===== config.mk =====
export PLATFORM = sky130hd
export DESIGN_NAME = serial_link_alignment_tx
export DESIGN_NICKNAME = d
export VERILOG_FILES = /design/src/rtl/link_tx_pkg.sv /design/src/rtl/serial_link_alignment_tx.sv /design/src/rtl/two_entry_buffer.sv
export SDC_FILE = /design/constraint.sdc
export NUM_CORES = 1
export LEC_CHECK = 0
export BUFFER_PORTS_ARGS = -buffer_cell sky130_fd_sc_hd__buf_2
export CAP_MARGIN = 10
export CORE_ASPECT_RATIO = 0.6
export CORE_UTILIZATION = 49
export DETAILED_ROUTE_END_ITERATION = 8
export GPL_ROUTABILITY_DRIVEN = 0
export PLACE_DENSITY = 0.74
export SLEW_MARGIN = 10
export SYNTH_ARGS = -nofsm -noshare
export SYNTH_HDL_FRONTEND = slang
export SYNTH_SLANG_ARGS = --single-unit

===== constraint.sdc =====
create_clock -name clk -period 3.78 [get_ports clk]
set_input_delay 0.378 -clock clk [delete_from_list [all_inputs] [get_ports clk]]
set_output_delay 0.378 -clock clk [all_outputs]
set_load 0.01 [all_outputs]

===== src/rtl/link_tx_pkg.sv =====
// constants, types and octet builders for the two-lane link transmitter
// What this block does
// (RULE1) count parameters sent as value minus one
// (RULE2) frames per multiframe 17..32, sent 16..31
// (RULE3) lane count field reports two, sent 1
// (RULE4) lane id 0 on lane0, 1 on lane1
// (RULE5) resolution and bits per sample sent 15
// (RULE6) octets, converters, samples per frame sent 0
// (RULE7) fixed zero fields; version, subclass, density one
// (RULE8) scrambling off at reset, flag mirrors setting
// (RULE9) alignment octets never scrambled; early sync tolerated
// (RULE10) per-lane checksum over config fields sent
// (RULE11) alternating test replaces data with D21.5
// (RULE12) comma test sends K28.5 forever, no init
// (RULE13) repeated alignment test loops alignment sequence forever
// (RULE14) ramp test: 16-bit ramp, programmable step
// (RULE15) prbs test: PRBS7/15/23 per lane, no init
// (RULE16) no transport, RPAT or JSPAT patterns offered
// (RULE17) frame align, code group sync, then alignment
// (RULE18) sysref rising edge realigns frame and multiframe
// (RULE19) any realignment tears the link down
// (RULE20) free-running clocks from reset, no sysref needed
// (RULE21) sysref is synchronous to the device clock
// (RULE22) sync low 4 frames gives K28.5 until release
// (RULE23) alignment starts on next multiframe boundary after release
// (RULE24) alignment lasts 4 multiframes, then data
package link_tx_pkg;
  localparam int LANES             = 2;
  localparam int FRAME_OCTETS      = 1;
  localparam int CONVERTERS        = 1;
  localparam int RESOLUTION        = 16;
  localparam int BITS_PER_SAMPLE   = 16;
  localparam int SAMPLES_PER_FRAME = 1;
  localparam int K_MIN             = 17;
  localparam int K_MAX             = 32;
  localparam int ILA_MULTIFRAMES   = 4;
  localparam int SYNC_MIN_FRAMES   = 4;
  localparam int FRAME_CYCLES      = 1;                      // one octet per lane per frame
  localparam int SYNC_MIN_CYCLES   = SYNC_MIN_FRAMES * FRAME_CYCLES;
  localparam logic [4:0] SYSREF_LMFC_POS = 5'h02;            // lmfc position just after an edge
  localparam logic [4:0] CFG_FIRST = 5'h02;                  // config octets start here in mf 1
  localparam logic [4:0] CFG_COUNT = 5'h0e;
  localparam logic [7:0] K28_5  = 8'hbc;
  localparam logic [7:0] K28_0  = 8'h1c;
  localparam logic [7:0] K28_3  = 8'h7c;
  localparam logic [7:0] K28_4  = 8'h9c;
  localparam logic [7:0] D21_5  = 8'hb5;
  localparam logic [14:0] SCR_SEED  = 15'h7fff;
  localparam logic [22:0] PRBS_SEED = 23'h7fffff;
  // encoded fields, value minus one
  localparam logic [4:0] L_ENC  = 5'(LANES - 1);             // RULE1 RULE3
  localparam logic [7:0] F_ENC  = 8'(FRAME_OCTETS - 1);      // RULE6
  localparam logic [7:0] M_ENC  = 8'(CONVERTERS - 1);        // RULE6
  localparam logic [4:0] N_ENC  = 5'(RESOLUTION - 1);        // RULE5
  localparam logic [4:0] NP_ENC = 5'(BITS_PER_SAMPLE - 1);   // RULE5
  localparam logic [4:0] S_ENC  = 5'(SAMPLES_PER_FRAME - 1); // RULE6
  localparam logic [2:0] JESDV_VAL = 3'h1;
  localparam logic [2:0] SUBV_VAL  = 3'h1;
  localparam logic       HD_VAL    = 1'b1;

  // only these test sequences exist; transport, rpat and jspat have no code
  typedef enum logic [2:0] {
    TM_NORMAL  = 3'h0,
    TM_ALT     = 3'h1,
    TM_COMMA   = 3'h2,
    TM_REP_ILA = 3'h3,
    TM_RAMP    = 3'h4,
    TM_PRBS    = 3'h5
  } test_mode_e;                                             // RULE16

  typedef enum logic [1:0] {
    PRBS_7  = 2'h0,
    PRBS_15 = 2'h1,
    PRBS_23 = 2'h2
  } prbs_sel_e;

  typedef enum logic [2:0] {
    ST_CGS  = 3'b001,
    ST_ILA  = 3'b010,
    ST_DATA = 3'b100
  } link_state_e;

  // sum of every config field as a value, not of the octets
  function automatic logic [7:0] cfg_checksum(input logic lid, input logic scr, input logic [4:0] kenc);
    cfg_checksum = 8'(lid) + 8'(scr) + 8'(L_ENC) + F_ENC + 8'(kenc) + M_ENC + 8'(N_ENC)
                 + 8'(NP_ENC) + 8'(SUBV_VAL) + 8'(S_ENC) + 8'(JESDV_VAL) + 8'(HD_VAL); // RULE10
  endfunction : cfg_checksum

  function automatic logic [7:0] cfg_octet(input logic [4:0] idx, input logic lid, input logic scr,
                                           input logic [4:0] kenc);
    case (idx)
      5'h02:   cfg_octet = {3'h0, 4'h0, lid};                // adjdir, phadj zero; RULE4 RULE7
      5'h03:   cfg_octet = {scr, 2'h0, L_ENC};               // RULE3 RULE8
      5'h04:   cfg_octet = F_ENC;                            // RULE6
      5'h05:   cfg_octet = {3'h0, kenc};                     // RULE2
      5'h06:   cfg_octet = M_ENC;                            // RULE6
      5'h07:   cfg_octet = {3'h0, N_ENC};                    // cs zero; RULE5 RULE7
      5'h08:   cfg_octet = {SUBV_VAL, NP_ENC};               // RULE5 RULE7
      5'h09:   cfg_octet = {JESDV_VAL, S_ENC};               // RULE6 RULE7
      5'h0a:   cfg_octet = {HD_VAL, 7'h00};                  // cf zero; RULE7
      5'h0d:   cfg_octet = cfg_checksum(lid, scr, kenc);     // RULE10
      default: cfg_octet = 8'h00;                            // did, bid, adjcnt, reserved; RULE7
    endcase
  endfunction : cfg_octet
endpackage : link_tx_pkg


===== src/rtl/serial_link_alignment_tx.sv =====
// link control, alignment sequence and test patterns of the two-lane transmitter
`timescale 1ns/1ps
`default_nettype none
module serial_link_alignment_tx
  import link_tx_pkg::*;
#(
  parameter int SAMPLE_W = RESOLUTION
) (
  input  wire logic                clk,            // device clock, one frame per cycle
  input  wire logic                reset_n,        // sync reset, active low
  input  wire logic                clk_en,         // freezes all state while low
  input  wire logic                sysref,         // system reference, sync to clk
  input  wire logic                sync_request_n, // receiver sync request, active low
  input  wire logic [SAMPLE_W-1:0] sample_data,    // converter sample
  input  wire logic                sample_valid,   // sample offered
  output logic                     sample_ready,   // buffer has room
  input  wire logic                scramble_en,    // scrambler enable
  input  wire logic [5:0]          frames_per_mf,  // frames per multiframe, 17..32
  input  wire logic [2:0]          test_mode,      // test_mode_e
  input  wire logic [1:0]          prbs_sel,       // prbs_sel_e
  input  wire logic [15:0]         ramp_step,      // ramp increment
  output logic [7:0]               lane0_octet,    // lane 0 octet, registered
  output logic                     lane0_is_k,     // lane 0 control char, registered
  output logic [7:0]               lane1_octet,    // lane 1 octet, registered
  output logic                     lane1_is_k,     // lane 1 control char, registered
  output logic                     link_up,        // data phase, registered
  output logic                     ila_active,     // alignment phase, registered
  output logic                     realign_pulse   // one cycle per realignment, registered
);
  if (SAMPLE_W != 16) begin : g_chk
    $error("serial_link_alignment_tx: SAMPLE_W must be 16");
  end

  typedef struct packed {
    link_state_e            st;
    logic [2:0]             sync_cnt;
    logic [4:0]             mf_pos;
    logic [1:0]             ila_mf;
    logic                   sysref_q;
    logic [15:0]            ramp;
    logic [1:0][22:0]       prbs;
    logic [1:0][14:0]       scr;
    logic [1:0][7:0]        oct;
    logic [1:0]             is_k;
    logic                   realign;
  } tx_s;

  tx_s q, d;

  logic                buf_valid;
  logic                buf_pop;
  logic [SAMPLE_W-1:0] buf_data;
  logic [4:0]          kenc;
  logic                boundary;
  logic                sysref_rise;
  logic                realign_now;
  logic                sync_held;
  test_mode_e          mode;

  // samples wait here so a stalled data phase loses none
  two_entry_buffer #(
    .WIDTH (SAMPLE_W)
  ) two_entry_buffer_i (
    .clk       (clk),
    .reset_n   (reset_n),
    .clk_en    (clk_en),
    .in_valid  (sample_valid),
    .in_ready  (sample_ready),
    .in_data   (sample_data),
    .out_valid (buf_valid),
    .out_ready (buf_pop),
    .out_data  (buf_data)
  );

  // scrambler 1 + x^14 + x^15, msb first
  function automatic logic [22:0] scramble8(input logic [14:0] s, input logic [7:0] din);
    logic [14:0] st;
    logic [7:0]  o;
    st = s;
    o  = 8'h00;
    for (int i = 7; i >= 0; i--) begin
      o[i] = din[i] ^ st[14] ^ st[13];
      st   = {st[13:0], o[i]};
    end
    scramble8 = {st, o};
  endfunction : scramble8

  // eight prbs bits per frame; each lane runs its own register from one seed
  function automatic logic [30:0] prbs8(input logic [22:0] s, input logic [1:0] sel);
    logic [22:0] st;
    logic [7:0]  o;
    logic        fb;
    st = s;
    o  = 8'h00;
    for (int i = 7; i >= 0; i--) begin
      case (sel)
        PRBS_7:  fb = st[6] ^ st[5];
        PRBS_15: fb = st[14] ^ st[13];
        default: fb = st[22] ^ st[17];
      endcase
      o[i] = fb;
      st   = {st[21:0], fb};
    end
    prbs8 = {st, o};
  endfunction : prbs8

  // k is clamped into range so the lmfc never runs wild on a bad setting
  always_comb begin
    if (frames_per_mf < 6'(K_MIN)) begin
      kenc = 5'(K_MIN - 1);
    end else if (frames_per_mf > 6'(K_MAX)) begin
      kenc = 5'(K_MAX - 1);
    end else begin
      kenc = 5'(frames_per_mf - 6'h01);                      // RULE2
    end
  end

  assign mode        = test_mode_e'(test_mode);
  assign boundary    = (q.mf_pos == kenc);
  assign sysref_rise = sysref && !q.sysref_q;                // RULE21
  assign sync_held   = !sync_request_n && (q.sync_cnt >= 3'(SYNC_MIN_CYCLES - 1));
  assign buf_pop     = clk_en && q.st == ST_DATA && mode == TM_NORMAL;

  // an edge that finds the lmfc already in place changes nothing
  assign realign_now = sysref_rise && ((boundary ? 5'h00 : q.mf_pos + 5'h01) != SYSREF_LMFC_POS);

  // next state: lmfc, link sequencing and per-lane octets
  always_comb begin
    logic [22:0] sres;
    logic [30:0] pres;
    logic [7:0]  raw;
    logic [15:0] word;
    sres = '0;
    pres = '0;
    raw  = 8'h00;
    word = 16'h0000;
    d    = q;
    d.sysref_q = sysref;
    d.realign  = 1'b0;
    d.mf_pos   = boundary ? 5'h00 : q.mf_pos + 5'h01;       // RULE20
    d.sync_cnt = sync_request_n ? 3'h0 : ((q.sync_cnt == 3'h7) ? q.sync_cnt : q.sync_cnt + 3'h1);

    // link sequencing
    case (q.st)
      ST_CGS: begin
        if (sync_request_n && boundary) begin
          d.st     = ST_ILA;                                 // RULE17 RULE23
          d.ila_mf = 2'h0;
        end
      end
      ST_ILA: begin
        if (boundary) begin
          d.ila_mf = q.ila_mf + 2'h1;
          if (q.ila_mf == 2'(ILA_MULTIFRAMES - 1) && mode != TM_REP_ILA) begin // RULE13
            d.st = ST_DATA;                                  // RULE24
          end
        end
      end
      ST_DATA: begin
        d.st = ST_DATA;
      end
      default: begin
        d.st = ST_CGS;
      end
    endcase
    if (sync_held) begin
      d.st = ST_CGS;                                         // RULE22
    end
    if (realign_now) begin
      d.mf_pos  = SYSREF_LMFC_POS;                           // RULE18
      d.st      = ST_CGS;                                    // RULE19
      d.realign = 1'b1;
    end
    if (mode == TM_COMMA || mode == TM_PRBS) begin
      d.st = ST_CGS;                                         // RULE12 RULE15
    end

    // ramp advances once per data frame
    if (q.st == ST_DATA && mode == TM_RAMP) begin
      d.ramp = q.ramp + ramp_step;                           // RULE14
    end else if (q.st != ST_DATA) begin
      d.ramp = 16'h0000;
    end

    // sample word feeding both lanes, msb octet on lane 0
    case (mode)
      TM_RAMP:   word = q.ramp;                              // RULE14
      TM_NORMAL: word = buf_valid ? buf_data : 16'h0000;
      default:   word = 16'h0000;
    endcase

    for (int l = 0; l < LANES; l++) begin
      d.is_k[l] = 1'b0;
      d.oct[l]  = 8'h00;
      if (mode == TM_COMMA) begin
        d.oct[l]  = K28_5;                                   // RULE12
        d.is_k[l] = 1'b1;
      end else if (mode == TM_PRBS) begin
        pres      = prbs8(q.prbs[l], prbs_sel);
        d.oct[l]  = pres[7:0];                               // RULE15
        d.prbs[l] = pres[30:8];
      end else begin
        case (q.st)
          ST_ILA: begin
            // alignment octets bypass the scrambler entirely
            if (q.mf_pos == kenc) begin
              d.oct[l]  = K28_3;
              d.is_k[l] = 1'b1;
            end else if (q.mf_pos == 5'h00) begin
              d.oct[l]  = K28_0;
              d.is_k[l] = 1'b1;
            end else if (q.ila_mf == 2'h1 && q.mf_pos == 5'h01) begin
              d.oct[l]  = K28_4;
              d.is_k[l] = 1'b1;
            end else if (q.ila_mf == 2'h1 && q.mf_pos < CFG_FIRST + CFG_COUNT) begin
              d.oct[l] = cfg_octet(q.mf_pos - CFG_FIRST, l[0], scramble_en, kenc); // RULE4 RULE8 RULE9
            end else begin
              d.oct[l] = {3'h0, q.mf_pos};
            end
          end
          ST_DATA: begin
            if (mode == TM_ALT) begin
              d.oct[l] = D21_5;                              // RULE11
            end else begin
              raw = (l == 0) ? word[15:8] : word[7:0];
              if (scramble_en) begin
                sres     = scramble8(q.scr[l], raw);         // RULE8
                d.scr[l] = sres[22:8];
                d.oct[l] = sres[7:0];
              end else begin
                d.oct[l] = raw;
              end
            end
          end
          default: begin
            d.oct[l]  = K28_5;                               // RULE22
            d.is_k[l] = 1'b1;
          end
        endcase
      end
      // scrambler restarts per link so early receiver lock still works
      if (q.st != ST_DATA) begin
        d.scr[l] = SCR_SEED;                                 // RULE9
      end
    end
  end

  always_ff @(posedge clk) begin
    if (!reset_n) begin
      q          <= '0;
      q.st       <= ST_CGS;                                  // RULE20
      q.scr      <= {LANES{SCR_SEED}};
      q.prbs     <= {LANES{PRBS_SEED}};
    end else if (clk_en) begin
      q <= d;
    end
  end

  assign lane0_octet   = q.oct[0];
  assign lane1_octet   = q.oct[1];
  assign lane0_is_k    = q.is_k[0];
  assign lane1_is_k    = q.is_k[1];
  assign link_up       = (q.st == ST_DATA);
  assign ila_active    = (q.st == ST_ILA);
  assign realign_pulse = q.realign;

  // checks on octet content and sequencing
  property p_lane_count;
    @(posedge clk) disable iff (!reset_n)
      clk_en && q.st == ST_ILA && q.ila_mf == 2'h1 && q.mf_pos == 5'h05 && mode == TM_NORMAL
      |=> lane0_octet[4:0] == 5'h01 && lane1_octet[4:0] == 5'h01 && lane0_octet[7] == $past(scramble_en);
  endproperty
  a_lane_count: assert property (p_lane_count) else $error("lane count or scramble flag wrong"); // RULE3

  property p_lane_id;
    @(posedge clk) disable iff (!reset_n)
      clk_en && q.st == ST_ILA && q.ila_mf == 2'h1 && q.mf_pos == 5'h04 && mode == TM_NORMAL
      |=> lane0_octet == 8'h00 && lane1_octet == 8'h01;
  endproperty
  a_lane_id: assert property (p_lane_id) else $error("lane id wrong"); // RULE4

  property p_resolution;
    @(posedge clk) disable iff (!reset_n)
      clk_en && q.st == ST_ILA && q.ila_mf == 2'h1 && q.mf_pos == 5'h09 && mode == TM_NORMAL
      |=> lane0_octet == 8'h0f ##1 lane1_octet == 8'h2f;
  endproperty
  a_resolution: assert property (p_resolution) else $error("resolution fields wrong"); // RULE5

  property p_frames_field;
    @(posedge clk) disable iff (!reset_n)
      clk_en && q.st == ST_ILA && q.ila_mf == 2'h1 && q.mf_pos == 5'h07 && mode == TM_NORMAL
      |=> lane1_octet == {3'h0, $past(kenc)} && lane1_octet >= 8'h10;
  endproperty
  a_frames_field: assert property (p_frames_field) else $error("frames per multiframe field wrong"); // RULE2

  property p_comma;
    @(posedge clk) disable iff (!reset_n)
      clk_en && mode == TM_COMMA |=> lane0_octet == K28_5 && lane1_octet == K28_5 && lane0_is_k && !link_up;
  endproperty
  a_comma: assert property (p_comma) else $error("comma test not sending K28.5"); // RULE12

  property p_sync_hold;
    @(posedge clk) disable iff (!reset_n)
      (clk_en && !sync_request_n)[*4] |=> !link_up && !ila_active;
  endproperty
  a_sync_hold: assert property (p_sync_hold) else $error("sync request not honoured"); // RULE22

  property p_realign;
    @(posedge clk) disable iff (!reset_n)
      clk_en && realign_now |=> realign_pulse && !link_up && q.mf_pos == SYSREF_LMFC_POS;
  endproperty
  a_realign: assert property (p_realign) else $error("realignment did not drop the link"); // RULE18 RULE19

  property p_ila_to_data;
    @(posedge clk) disable iff (!reset_n)
      clk_en && ila_active && q.ila_mf == 2'h3 && boundary && mode == TM_NORMAL && !realign_now && !sync_held
      |=> link_up;
  endproperty
  a_ila_to_data: assert property (p_ila_to_data) else $error("no data after four multiframes"); // RULE24

  property p_ila_start;
    @(posedge clk) disable iff (!reset_n)
      clk_en && $rose(ila_active) |-> $past(boundary) && q.mf_pos == 5'h00;
  endproperty
  a_ila_start: assert property (p_ila_start) else $error("alignment began off a boundary"); // RULE23

  property p_alt;
    @(posedge clk) disable iff (!reset_n)
      clk_en && q.st == ST_DATA && mode == TM_ALT |=> lane0_octet == D21_5 && !lane1_is_k;
  endproperty
  a_alt: assert property (p_alt) else $error("alternating pattern wrong"); // RULE11

  property p_rep_ila;
    @(posedge clk) disable iff (!reset_n)
      clk_en && ila_active && q.ila_mf == 2'h3 && boundary && mode == TM_REP_ILA && !realign_now && !sync_held
      |=> ila_active && q.ila_mf == 2'h0;
  endproperty
  a_rep_ila: assert property (p_rep_ila) else $error("repeated alignment left the loop"); // RULE13

  // markers go out raw even with the scrambler on
  property p_ila_marker;
    @(posedge clk) disable iff (!reset_n)
      clk_en && q.st == ST_ILA && q.mf_pos == 5'h00 && mode != TM_COMMA && mode != TM_PRBS
      |=> lane0_octet == K28_0 && lane1_octet == K28_0 && lane0_is_k && lane1_is_k;
  endproperty
  a_ila_marker: assert property (p_ila_marker) else $error("alignment marker altered"); // RULE9

  c_data:    cover property (@(posedge clk) disable iff (!reset_n) $rose(link_up));
  c_realign: cover property (@(posedge clk) disable iff (!reset_n) realign_pulse);
  c_rep_ila: cover property (@(posedge clk) disable iff (!reset_n) ila_active && q.ila_mf == 2'h3 && boundary
                             && mode == TM_REP_ILA);
  c_sync:    cover property (@(posedge clk) disable iff (!reset_n) link_up ##1 !link_up && !sync_request_n);
endmodule : serial_link_alignment_tx
`default_nettype wire


===== src/rtl/two_entry_buffer.sv =====
// two-entry sample buffer with valid/ready on both sides
`timescale 1ns/1ps
`default_nettype none
module two_entry_buffer #(
  parameter int WIDTH = 16
) (
  input  wire logic             clk,       // device clock
  input  wire logic             reset_n,   // sync reset, active low
  input  wire logic             clk_en,    // freezes state while low
  input  wire logic             in_valid,  // source offers a word
  output logic                  in_ready,  // room for a word
  input  wire logic [WIDTH-1:0] in_data,   // word from source
  output logic                  out_valid, // a word is held
  input  wire logic             out_ready, // sink takes the word
  output logic      [WIDTH-1:0] out_data   // oldest word, from a register
);
  if (WIDTH < 1) begin : g_chk
    $error("two_entry_buffer: WIDTH must be positive");
  end

  typedef struct packed {
    logic [1:0][WIDTH-1:0] mem;
    logic [1:0]            cnt;
    logic                  wp;
    logic                  rp;
  } buf_s;

  buf_s q, d;

  assign in_ready  = (q.cnt != 2'h2);
  assign out_valid = (q.cnt != 2'h0);
  assign out_data  = q.mem[q.rp];

  // push and pop may share a cycle; count moves only on one of them
  always_comb begin
    d = q;
    if (in_valid && in_ready) begin
      d.mem[q.wp] = in_data;
      d.wp        = ~q.wp;
    end
    if (out_valid && out_ready) begin
      d.rp = ~q.rp;
    end
    d.cnt = q.cnt + 2'((in_valid && in_ready) ? 1 : 0) - 2'((out_valid && out_ready) ? 1 : 0);
  end

  always_ff @(posedge clk) begin
    if (!reset_n) begin
      q <= '0;
    end else if (clk_en) begin
      q <= d;
    end
  end
endmodule : two_entry_buffer
`default_nettype wire


==> impl_metrics.py <==
metrics = {
    "status": {
        "run_status": "finished, final reports clean",
    },
    "final_layout": {
        "post_route_cells_drive_above_1_share_pct": 13.64,
        "final_util_pct": 56.14,
        "area_delta_synth_final_pct": 11.13,
        "fillerInstances": 1728,
        "antenna_cells": 0,
        "multi_input_area_mm2": 0.005974,
        "regArea_mm2": 0.003203,
        "layout.nets": 1333,
    },
    "floorplan": {
        "rows": 39,
        "die_area_mm2": 0.02041,
        "die_w_um": 183.8,
        "core_mm2": 0.01923,
        "io_pins": 72,
        "die-height_um": 111.1,
        "start_util_pct": 50.52,
    },
    "global_route": {
        "antenna_found_initial": 0,
        "grt_overflow": 0,
        "grt_max_degree": 82,
        "grt_usage_pct": 26.77,
        "grt_pass1_vias": 8149,
        "grt_pass1_wl_mm": 43.25,
    },
    "synthesis": {
        "yosysUniqueCellTypes": 76,
        "netlist.area_leader.share_pct": 32.98,
        "synth.avg_cell_area_um2": 7.936,
        "syn_area_mm2": 0.009713,
        "synth_largest_area_cell": "dfxtp_1",
        "synth_edf_count": 0,
        "yosys_warnings": 0,
        "ys.flop_type": "dfxtp_1",
        "seq_area_frac_synth_pct": 32.98,
        "yosys-top-cells-area": "dfxtp_1, nand2_1, xor2_1",
        "synthCells": 1224,
        "synth.most_common_cell": "nand2_1",
        "ys_top_cells_by_count": "nand2_1, dfxtp_1, clkbuf_1, xor2_1, xnor2_1",
        "synth-seq-cells": 160,
        "async_flop_share_pct": 0,
        "syn_nets": 1315,
    },
    "detailed_routing": {
        "ant_nets": 0,
        "drc": 0,
        "routed_wl_mm": 26.49,
        "drtIter0Drc": 969,
        "wl_per_cell_um": 17.43,
        "vias": 8950,
        "viasPerCell": 5.888,
        "first_pass_iters": 6,
    },
    "power": {
        "peakVddDrop_mv": 0.3139,
        "leakage_uw": 0.004130,
        "p_per_area_mw_per_mm2": 375.1,
    },
    "min_path": {
        "hold_depth": 3,
        "hp-class": "in -> reg",
    },
    "setup_path": {
        "worstSetupStartpointType": "input pin",
        "arrival_ps": 3630,
        "rrSetupSlack_ps": 670,
        "cp_common_cell": "inv_1",
        "crit_required_ps": 4140,
        "critPathCaptureType": "flip-flop",
        "critPathMaxStageDelay_ps": 450,
        "cpMaxStageDelayCell": "or4b_1",
        "reg2reg_depth": 10,
        "critPathMaxFanout": 6,
        "worstPathCellList": "buf_2 -> inv_1 -> ha_1 -> or4b_1 -> a21boi_0 -> nor2_1 -> inv_1 -> ha_1 -> inv_1 -> ha_1 -> inv_1 -> fa_1 -> nor2_1 -> xnor2_1 -> a21oi_1 -> or2_2 -> a31o_1 -> a21oi_1",
        "crit_type": "in -> reg",
    },
    "timing": {
        "period_minus_slack_ps": 3264,
        "setup_viol": 0,
        "slew_viol_final": 0,
        "worst_pin_slew_ps": 1134,
        "rsz0062_at_grt": "no",
        "fin_skew_ps": 10.10,
        "post-route-period-util_pct": 86.36,
        "slew_headroom_pct": 23.73,
        "fin_setup_tns_ps": 0,
        "hold_violations": 0,
        "max_freq_mhz": 306.3,
    },
    "clock_network": {
        "clk_pin_slew_ps": 60,
        "tritoncts": "done",
        "postCtsSetupBuffers": 0,
        "clkSinkCount": 160,
        "clock_latency_ps": 440,
        "root_buffer": "clkbuf_16",
        "clockBufferDepth": 2,
        "cts_resized": 0,
        "holdBufCountCts": 0,
        "h-tree-depth": 4,
        "numCtsBuffers": 17,
    },
    "run": {
        "drv_cap": 0,
    },
    "placed_design": {
        "io_buffers": 71,
        "dp_hpwl_mm": 19.07,
    },
}
stage by stage:
stage	cell area (µm²)	hold WS (ps)	instances	total power, µW	setup slack [ps]
finish	10790	202.1	1520	4049	515.6
floorplan	9713	440.0	1224	2139	259.9
global route	10790	207.7	1520	4185	328.1
detailed placement	10190	455.6	1489	2281	129.1
global placement	10190	448.2	1489	2272	186.2
CTS	10790	186.2	1520	4052	528.9
metal layers:
metal / wire length [µm] / global-route usage (%) / vias up
met5: 0 / 0 / -
met1: 13290 / 41.42 / 4238
met4: 396 / 7.500 / 0
li1: - / - / 4316
met2: 10580 / 35.98 / 356
met3: 2226 / 6.275 / 40
worst max-delay path: cells and delay by family:
family                     cells  cell delay, ps
buffers and inverters          5             470
xor gates and xnor gates       1             130
and+or+nand+nor                4            1020
AOI/OAI and AO/OA              4             710
adders and majority gates      4             910
area by class of cell:
type / count / area share [%]
flip-flops and latches: 160 / 29.67
multi-input cells: 936 / 55.35
inverters: 29 / 1.008
clock inverters: 12 / 1.472
well taps: 266 / 3.083
repair buffers: 98 / 5.309
clock buffers: 19 / 4.103
state kept, by name, indices dropped and copies added, names as in the netlist:
name	cells
lane0_is_k	1
realign_pulse	1
two_entry_buffer_i.q	36
lane0_octet	8
q	106
lane1_octet	8
worst paths after layout:
check,from,to
max,frames_per_mf[0],lane1_octet[3]$_SDFFE_PN0P_
min,sample_data[10],two_entry_buffer_i.q[14]$_SDFFE_PN0P_
max reg2reg,q[115]$_SDFFE_PN0P_,lane0_octet[7]$_SDFFE_PN0P_
min reg2reg,two_entry_buffer_i.q[19]$_SDFFE_PN0P_,two_entry_buffer_i.q[19]$_SDFFE_PN0P_
power by group:
part	internal [µW]	total (µW)	switching (µW)	leakage, µW
combinational	184	479	295	0.00254
clock	1060	1790	733	0.000290
sequential	1730	1780	48.3	0.00130
total	2970	4050	1080	0.00413
cell usage in the layout, fill, tap and decap left out, types with 7 or more instances in the layout:
master / count
dfxtp_1: 160
o21ai_0: 49
a211oi_1: 17
and2_1: 9
nor2_1: 50
xnor2_1: 52
a22oi_1: 30
clkbuf_16: 17
or3_1: 7
and3_1: 9
nor4_1: 10
inv_1: 26
a21boi_0: 36
ha_1: 38
xor2_1: 65
o211ai_1: 24
mux2_2: 17
nor3_1: 10
buf_4: 27
nand2_1: 238
o22ai_1: 33
nand3_1: 49
nor2b_1: 25
buf_2: 70
a21oi_1: 50
cell families after synthesis:
kind of cell,share of synthesized area (%)
AOI/OAI and AO/OA,21.69
xor gates and xnor gates,10.55
adders and majority gates,5.513
buffers and inverters,5.861
DFF,32.98
muxes,2.383
and+or+nand+nor,21.02
Note: power is estimated with default switching activity, not from simulation.
